===== src/fstm_pkg.sv =====
// Purpose: Shared constants and types for the flash security and trim mirror block.
// Assumes: Byte addressed classic Wishbone slave with 32-bit data.
// Notes: Flash locations are byte addresses into the on-chip flash array.
`default_nettype none
package fstm_pkg;
   // Register byte offsets.
   localparam logic [7:0] ADR_TRIM = 8'h00;
   localparam logic [7:0] ADR_STAT = 8'h04;
   localparam logic [7:0] ADR_CTRL = 8'h08;
   // Field layout.
   localparam int TRIM_W = 10;
   localparam int STAT_DONE_BIT = 0;
   localparam int STAT_PROT_BIT = 1;
   localparam int STAT_MODE_LSB = 2;
   localparam int CTRL_DBG_LOCK_BIT = 0;
   localparam logic CTRL_RESET = 1'h0;
   // Flash locations and codes.
   localparam logic [31:0] SEC_ADDR = 32'h0010_0000;
   localparam logic [31:0] TRIM_ADDR = 32'h0010_1004;
   localparam logic [15:0] PROT_CODE = 16'h0001;
   localparam logic [31:0] ERASED_WORD = 32'hffff_ffff;
   localparam logic [31:0] INVALID_DATA = 32'h0000_0000;
   // Boot modes on the boot select pins.
   localparam logic [1:0] MODE_USER = 2'h0;
   localparam logic [1:0] MODE_SERIAL = 2'h1;
   typedef enum logic [1:0] {LD_IDLE, LD_SEC, LD_TRIM, LD_DONE} fstm_load_e;
endpackage
`default_nettype wire


===== src/fstm_top.sv =====
// Purpose: Flash content protection gate with a read-only oscillator trim mirror.
// Assumes: Classic Wishbone slave; flash read port answers with a one-cycle ack.
// Notes: All gating except the software debug lock is fixed from the state captured after reset until the next reset.
`timescale 1ns/1ns
`default_nettype none
module fstm_top (
   // Clock and reset
   input wire logic clk,
   input wire logic sys_rst,
   // Wishbone slave
   input wire logic wb_cyc_i,
   input wire logic wb_stb_i,
   input wire logic wb_we_i,
   input wire logic [7:0] wb_adr_i,
   input wire logic [3:0] wb_sel_i,
   input wire logic [31:0] wb_dat_i,
   output logic [31:0] wb_dat_o,
   output logic wb_ack_o,
   // Boot select pins
   input wire logic [1:0] boot_select_pins,
   // Flash read port used at reset
   output logic fl_rd_req,
   output logic [31:0] fl_rd_addr,
   input wire logic fl_rd_ack,
   input wire logic [31:0] fl_rd_data,
   // Flash command requests
   input wire logic cmd_valid_i,
   input wire logic cmd_chip_erase_i,
   input wire logic cmd_from_dbg_i,
   output logic cmd_grant_o,
   output logic cmd_refuse_o,
   // Flash read data path
   input wire logic rd_valid_i,
   input wire logic rd_from_dbg_i,
   input wire logic [31:0] rd_data_i,
   output logic rd_valid_o,
   output logic [31:0] rd_data_o,
   // Debug port access enable
   output logic dbg_access_en_o
);
   logic [15:0] sec_code;
   logic [fstm_pkg::TRIM_W-1:0] trim_value_field;
   logic [1:0] boot_mode;
   logic load_done;

   fstm_boot_loader u_loader (
      .clk(clk),
      .sys_rst(sys_rst),
      .boot_select_pins(boot_select_pins),
      .fl_rd_req(fl_rd_req),
      .fl_rd_addr(fl_rd_addr),
      .fl_rd_ack(fl_rd_ack),
      .fl_rd_data(fl_rd_data),
      .sec_code(sec_code),
      .trim_value_field(trim_value_field),
      .boot_mode(boot_mode),
      .load_done(load_done)
   );

   // Gate decode from the state captured at reset.
   logic prot, restricted, allow_erase, allow_other, read_true, dbg_ok;

   always_comb begin
      prot = load_done && (sec_code == fstm_pkg::PROT_CODE);
      // Undocumented boot modes are treated like serial writer mode, the safer choice.
      restricted = prot && (boot_mode != fstm_pkg::MODE_USER);
      allow_erase = load_done && !(prot && cmd_from_dbg_i);
      allow_other = load_done && !(prot && (cmd_from_dbg_i || restricted));
      read_true = load_done && !(prot && (rd_from_dbg_i || restricted));
   end

   // Command and read gating.
   logic grant_q, grant_d, refuse_q, refuse_d, rdv_q, rdv_d, dbg_q, dbg_d;
   logic [31:0] rdd_q, rdd_d;
   logic ctrl_dbg_lock_q, ctrl_dbg_lock_d;

   always_comb begin
      grant_d = 1'b0;
      refuse_d = 1'b0;
      if (cmd_valid_i) begin
         if (cmd_chip_erase_i ? allow_erase : allow_other) begin
            grant_d = 1'b1;
         end else begin
            refuse_d = 1'b1;
         end
      end
      rdv_d = rd_valid_i;
      rdd_d = rdd_q;
      if (rd_valid_i) begin
         rdd_d = read_true ? rd_data_i : fstm_pkg::INVALID_DATA;
      end
      // Software may add a debug lock but can never open a protected part.
      dbg_ok = load_done && !prot && !ctrl_dbg_lock_q;
      dbg_d = dbg_ok;
   end

   always_ff @(posedge clk or posedge sys_rst) begin
      if (sys_rst) begin
         grant_q <= 1'b0;
         refuse_q <= 1'b0;
         rdv_q <= 1'b0;
         rdd_q <= '0;
         dbg_q <= 1'b0;
      end else begin
         grant_q <= grant_d;
         refuse_q <= refuse_d;
         rdv_q <= rdv_d;
         rdd_q <= rdd_d;
         dbg_q <= dbg_d;
      end
   end

   assign cmd_grant_o = grant_q;
   assign cmd_refuse_o = refuse_q;
   assign rd_valid_o = rdv_q;
   assign rd_data_o = rdd_q;
   assign dbg_access_en_o = dbg_q;

   // Wishbone register slave; answers every access one cycle after the strobe.
   logic ack_q, ack_d;
   logic [31:0] dat_q, dat_d;
   logic req;

   always_comb begin
      req = wb_cyc_i && wb_stb_i && !ack_q;
      ack_d = req;
      dat_d = dat_q;
      ctrl_dbg_lock_d = ctrl_dbg_lock_q;
      if (req && !wb_we_i) begin
         dat_d = '0;
         case (wb_adr_i)
            fstm_pkg::ADR_TRIM: begin
               // Read only in every boot mode; writes are ignored.
               dat_d[fstm_pkg::TRIM_W-1:0] = trim_value_field;
            end
            fstm_pkg::ADR_STAT: begin
               dat_d[fstm_pkg::STAT_DONE_BIT] = load_done;
               dat_d[fstm_pkg::STAT_PROT_BIT] = prot;
               dat_d[fstm_pkg::STAT_MODE_LSB +: 2] = boot_mode;
            end
            fstm_pkg::ADR_CTRL: begin
               dat_d[fstm_pkg::CTRL_DBG_LOCK_BIT] = ctrl_dbg_lock_q;
            end
            default: begin
               dat_d = '0;
            end
         endcase
      end
      // A write lands at the edge where the master sees ack, while it still holds the request.
      if (wb_cyc_i && wb_stb_i && ack_q && wb_we_i && wb_adr_i == fstm_pkg::ADR_CTRL && wb_sel_i[0]) begin
         ctrl_dbg_lock_d = wb_dat_i[fstm_pkg::CTRL_DBG_LOCK_BIT];
      end
   end

   always_ff @(posedge clk or posedge sys_rst) begin
      if (sys_rst) begin
         ack_q <= 1'b0;
         dat_q <= '0;
         ctrl_dbg_lock_q <= fstm_pkg::CTRL_RESET;
      end else begin
         ack_q <= ack_d;
         dat_q <= dat_d;
         ctrl_dbg_lock_q <= ctrl_dbg_lock_d;
      end
   end

   assign wb_ack_o = ack_q;
   assign wb_dat_o = dat_q;
endmodule
`default_nettype wire


===== src/fstm_boot_loader.sv =====
// Purpose: Reads the security code and trim word from flash once after each reset.
// Assumes: Flash answers each held read request with a one-cycle ack and data.
// Notes: The request may stay high across the two reads; the address changes after the first ack.
`timescale 1ns/1ns
`default_nettype none
module fstm_boot_loader (
   // Clock and reset
   input wire logic clk,
   input wire logic sys_rst,
   // Boot select pins
   input wire logic [1:0] boot_select_pins,
   // Flash read port
   output logic fl_rd_req,
   output logic [31:0] fl_rd_addr,
   input wire logic fl_rd_ack,
   input wire logic [31:0] fl_rd_data,
   // Captured state
   output logic [15:0] sec_code,
   output logic [fstm_pkg::TRIM_W-1:0] trim_value_field,
   output logic [1:0] boot_mode,
   output logic load_done
);
   fstm_pkg::fstm_load_e st_q, st_d;
   logic req_q, req_d, done_q, done_d;
   logic [31:0] addr_q, addr_d;
   logic [15:0] sec_q, sec_d;
   logic [fstm_pkg::TRIM_W-1:0] trim_q, trim_d;
   logic [1:0] mode_q, mode_d;

   always_comb begin
      st_d = st_q;
      req_d = req_q;
      addr_d = addr_q;
      sec_d = sec_q;
      trim_d = trim_q;
      mode_d = mode_q;
      done_d = done_q;
      case (st_q)
         fstm_pkg::LD_IDLE: begin
            mode_d = boot_select_pins;
            req_d = 1'b1;
            addr_d = fstm_pkg::SEC_ADDR;
            st_d = fstm_pkg::LD_SEC;
         end
         fstm_pkg::LD_SEC: begin
            if (fl_rd_ack) begin
               sec_d = fl_rd_data[15:0];
               addr_d = fstm_pkg::TRIM_ADDR;
               st_d = fstm_pkg::LD_TRIM;
            end
         end
         fstm_pkg::LD_TRIM: begin
            if (fl_rd_ack) begin
               // An erased array reads all ones; the mirror then reads as cleared.
               trim_d = (fl_rd_data == fstm_pkg::ERASED_WORD) ? '0 : fl_rd_data[fstm_pkg::TRIM_W-1:0];
               req_d = 1'b0;
               done_d = 1'b1;
               st_d = fstm_pkg::LD_DONE;
            end
         end
         default: begin
            st_d = fstm_pkg::LD_DONE;
         end
      endcase
   end

   always_ff @(posedge clk or posedge sys_rst) begin
      if (sys_rst) begin
         st_q <= fstm_pkg::LD_IDLE;
         req_q <= 1'b0;
         addr_q <= '0;
         sec_q <= '0;
         trim_q <= '0;
         mode_q <= fstm_pkg::MODE_USER;
         done_q <= 1'b0;
      end else begin
         st_q <= st_d;
         req_q <= req_d;
         addr_q <= addr_d;
         sec_q <= sec_d;
         trim_q <= trim_d;
         mode_q <= mode_d;
         done_q <= done_d;
      end
   end

   assign fl_rd_req = req_q;
   assign fl_rd_addr = addr_q;
   assign sec_code = sec_q;
   assign trim_value_field = trim_q;
   assign boot_mode = mode_q;
   assign load_done = done_q;
endmodule
`default_nettype wire


===== config.mk =====
export PLATFORM = sky130hd
export DESIGN_NAME = fstm_top
export DESIGN_NICKNAME = d
export VERILOG_FILES = /design/src/fstm_pkg.sv /design/src/fstm_top.sv /design/src/fstm_boot_loader.sv
export SDC_FILE = /design/constraint.sdc
export NUM_CORES = 1
export LEC_CHECK = 0
export ABC_AREA = 0
export ABC_CLOCK_PERIOD_IN_PS = 5560
export BUFFER_PORTS_ARGS = -buffer_cell sky130_fd_sc_hd__buf_2
export CORE_MARGIN = 8
export CORE_UTILIZATION = 47
export DETAILED_ROUTE_END_ITERATION = 10
export MAX_ROUTING_LAYER = met4
export PLACE_DENSITY_LB_ADDON = 0.2
export SYNTH_ARGS = -nofsm -noshare
export SYNTH_HDL_FRONTEND = slang
export SYNTH_SLANG_ARGS = --single-unit

===== constraint.sdc =====
create_clock -name clk -period 5.56 [get_ports clk]
set_input_delay 0 -clock clk [delete_from_list [all_inputs] [get_ports clk]]
set_output_delay 0 -clock clk [all_outputs]
set_load 0.005 [all_outputs]

==> results by group <==
Outcome
  – Run status: completed

Floorplanning
  – Total Die Area: 11190 µm²
  – Initial core utilization: 48.78%
  – Row Count: 32
  – Core area: 7767 µm²
  – Top Ports: 223
  – Die X-Extent: 105.8 µm
  – Height of the chip: 105.8 µm

Power and ir drop
  – Peak VDD IR: 0.0001264 V
  – Power per Cell Area: 249.6 nW/µm²
  – Leakage power total: 2.614 nW

Critical path
  – Sort of element at the end of the critical path: flip-flop
  – Worst endpoint required time: 5.79 ns
  – Worst reg2reg path depth: 5
  – Classification of the worst setup path: reg2reg
  – Critical Path Fanout Max: 17
  – CP arrival: 2.40 ns
  – Startpoint Class: flip-flop

Min path
  – Number of cells on the worst hold path: 4
  – Worst hold path type: in2reg

Synthesis
  – Primary FF master, synth: sky130_fd_sc_hd__dfrtp_1
  – Cell accounting for the most synthesized area: sky130_fd_sc_hd__dfrtp_1
  – Number of synthesized flops with an enable pin: 0
  – Sequential-to-total area share from yosys stat: 54.16%
  – Post-synthesis cell type count: 36
  – Number of synthesized register bits: 82
  – Top post-synthesis cells by area: sky130_fd_sc_hd__dfrtp_1, sky130_fd_sc_hd__buf_4, sky130_fd_sc_hd__mux2i_1
  – Area share of the largest cell type after synthesis: 54.16%
  – Synth Cell Area: 3789 µm²
  – Ys async rst share: 100.0%
  – Post-Syn Instances: 336
  – Top cells by count, synth: sky130_fd_sc_hd__dfrtp_1, sky130_fd_sc_hd__buf_4, sky130_fd_sc_hd__nor2_1, sky130_fd_sc_hd__mux2i_1, sky130_fd_sc_hd__nand2_1
  – Most instantiated library cell after synthesis: sky130_fd_sc_hd__dfrtp_1
  – Mean post-synth cell area: 11.28 µm²
  – Number of warning messages in the yosys log: 0

Route
  – Drt initial violations: 92
  – Total Routed Length: 9815 µm
  – Number of routed nets with antenna violations: 0
  – Detailed-router iteration count before antenna repair: 4
  – Avg WL per Cell: 15.36 µm
  – Via total after detailed routing: 2986
  – Avg Vias per Cell: 4.673
  – DRC violations left: 0

Layout
  – Ant. Diodes: 0
  – Finished Cell Area: 5140 µm²
  – Layout cell share with drive strength beyond 1: 34.64%
  – Total number of nets in the final design: 653
  – Area added between synthesis and finish: 35.67%
  – Core Util, Final: 66.17%

STA
  – Endpoints failing hold: 0
  – Final setup vio count: 0
  – Worst Skew: 0.008910 ns
  – Accumulated negative setup slack: 0 ns
  – Maximum frequency from static timing analysis: 459.9 MHz
  – Final Max Slew Viols: 0
  – Slew at the pin with the worst max-slew slack: 1.026 ns
  – Worst slew margin: 31.59%
  – Fin crit share: 39.11%
  – Final min period: 2.174 ns
  – Unrepaired setup endpoints after global routing: false

Place
  – Quantity of I/O buffers inserted on ports: 137
  – RD Place Congestion: 0.7634
  – Post-Place Cell Area: 4360 µm²
  – HPWL reported at the end of detailed placement: 7032 µm

CTS
  – Clock latency of the later-clocked register in the worst-skew pair: 0.35 ns
  – Clock sink count: 82
  – Clock transition at the registers of the reported paths: 0.08 ns
  – Post_cts resized: 0
  – Largest buffer count on any clock path: 2
  – Clock buffer count from CTS: 9
  – CTS tree: yes
  – Root Driver: sky130_fd_sc_hd__clkbuf_8
  – CTS H-Tree Depth: 3

Global route
  – Initial antenna violation count: 0
  – Global-route wire length before repair: 16110 µm
  – Total global routing overflow: 0
  – Via count of the first global-routing pass: 3259
  – Combined global-route utilization of all metal layers: 18.14%
  – Maximum number of pins on one net before global-route repair: 83

Job
  – Max cap viols: 0
-- path summary, 6_finish.rpt --
kind	start	endpoint	slack (ns)
worst min-delay path	cmd_from_dbg_i	cmd_grant_o	0.03
max in group asynchronous	sys_rst	rd_data_o[0]	4.38
worst min register to register	u_loader.fl_rd_addr[20]	u_loader.fl_rd_addr[20]	0.47
min in group asynchronous	sys_rst	u_loader.sec_code[11]	0.51
worst max-delay path	u_loader.sec_code[2]	rd_data_o[2]	3.39
worst max register to register	u_loader.sec_code[2]	rd_data_o[2]	3.39
-- worst max-delay path, cell delays in order (launching register included) --
cell                      delay [ns]
sky130_fd_sc_hd__dfrtp_1        0.39
sky130_fd_sc_hd__nor4_2         0.33
sky130_fd_sc_hd__nand4_1        0.29
sky130_fd_sc_hd__a21oi_2        0.62
sky130_fd_sc_hd__buf_4          0.34
sky130_fd_sc_hd__nor2_1         0.08
-- per-stage QoR --
| step | instances | setup WS, ns | hold WS (ns) | power, mW |
|---|---|---|---|---|
| final | 639 | 3.386 | 0.02601 | 1.283 |
| after floorplan | 386 | 3.452 | 0.03143 | 0.8141 |
| after detailed placement | 563 | 3.375 | 0.2274 | 0.8736 |
| after global placement | 563 | 3.425 | 0.2204 | 0.8666 |
| after global routing | 639 | 3.247 | 0.08948 | 1.357 |
| after CTS | 639 | 3.349 | 0.007488 | 1.300 |
-- area by class of cell --
cell class,instances,area (µm²)
sequential,82,2052
clock inverter,7,55.05
inverter,5,20.02
fill,613,2628
tap,102,127.6
multi-input combinational,235,1460
clock buffer,9,123.9
timing repair buffer,199,1301
-- cell usage in the layout (no fill, tap or decap), types with 2 or more instances in the layout --
cell type | netlist | routed
sky130_fd_sc_hd__o21ai_1 | 10 | 10
sky130_fd_sc_hd__conb_1 | 1 | 51
sky130_fd_sc_hd__nand4bb_1 | 2 | 2
sky130_fd_sc_hd__or4_1 | 4 | 4
sky130_fd_sc_hd__nor2_1 | 43 | 43
sky130_fd_sc_hd__mux2i_1 | 35 | 35
sky130_fd_sc_hd__dlygate4sd3_1 | 0 | 60
sky130_fd_sc_hd__o21ai_0 | 5 | 5
sky130_fd_sc_hd__inv_1 | 5 | 4
sky130_fd_sc_hd__mux2_2 | 19 | 19
sky130_fd_sc_hd__nor4_2 | 4 | 4
sky130_fd_sc_hd__clkinv_2 | 0 | 2
sky130_fd_sc_hd__clkbuf_8 | 0 | 9
sky130_fd_sc_hd__buf_4 | 53 | 2
sky130_fd_sc_hd__a22o_1 | 6 | 6
sky130_fd_sc_hd__nand4_1 | 10 | 10
sky130_fd_sc_hd__nand2_1 | 28 | 28
sky130_fd_sc_hd__buf_2 | 5 | 137
sky130_fd_sc_hd__dfrtp_1 | 82 | 82
sky130_fd_sc_hd__clkinvlp_4 | 0 | 2
sky130_fd_sc_hd__clkinv_4 | 0 | 3
-- state kept, by name, summed over array words and instances (netlist names), 2 cells and up --
name	cells
wb_dat_o	10
rd_data_o	32
u_loader.st_q	2
u_loader.trim_value_field	10
u_loader.boot_mode	2
u_loader.sec_code	16
u_loader.fl_rd_addr	2
-- cells by family (layout without fill, tap and decap cells) --
family,count (synthesis),count (layout),share of synthesized area (%)
compound gates,29,29,4.987
flops,82,82,54.16
other cells,1,51,0.09898
mux,54,54,14.89
simple gates,101,101,13.61
buf+inv,69,220,12.25
-- power breakdown --
| group | internal, mW | switching (mW) |
|---|---|---|
| clock | 0.165 | 0.223 |
| sequential | 0.655 | 0.0339 |
| combinational | 0.113 | 0.0925 |
-- routing by layer --
metal	vias up	wire, µm	track usage (%)
li1	1439	-	-
met2	109	4940	30.56
met5	-	0	-
met1	1425	4136	20.64
met3	13	574	4.080
met4	0	163	6.734
-- what timing repair did --
item	in CTS	in global routing
buffers inserted	0	0
setup endpoints to repair	0	0
hold buffers	60	0
hold endpoints to repair	115	0
Note: power is estimated with default switching activity, not from simulation.
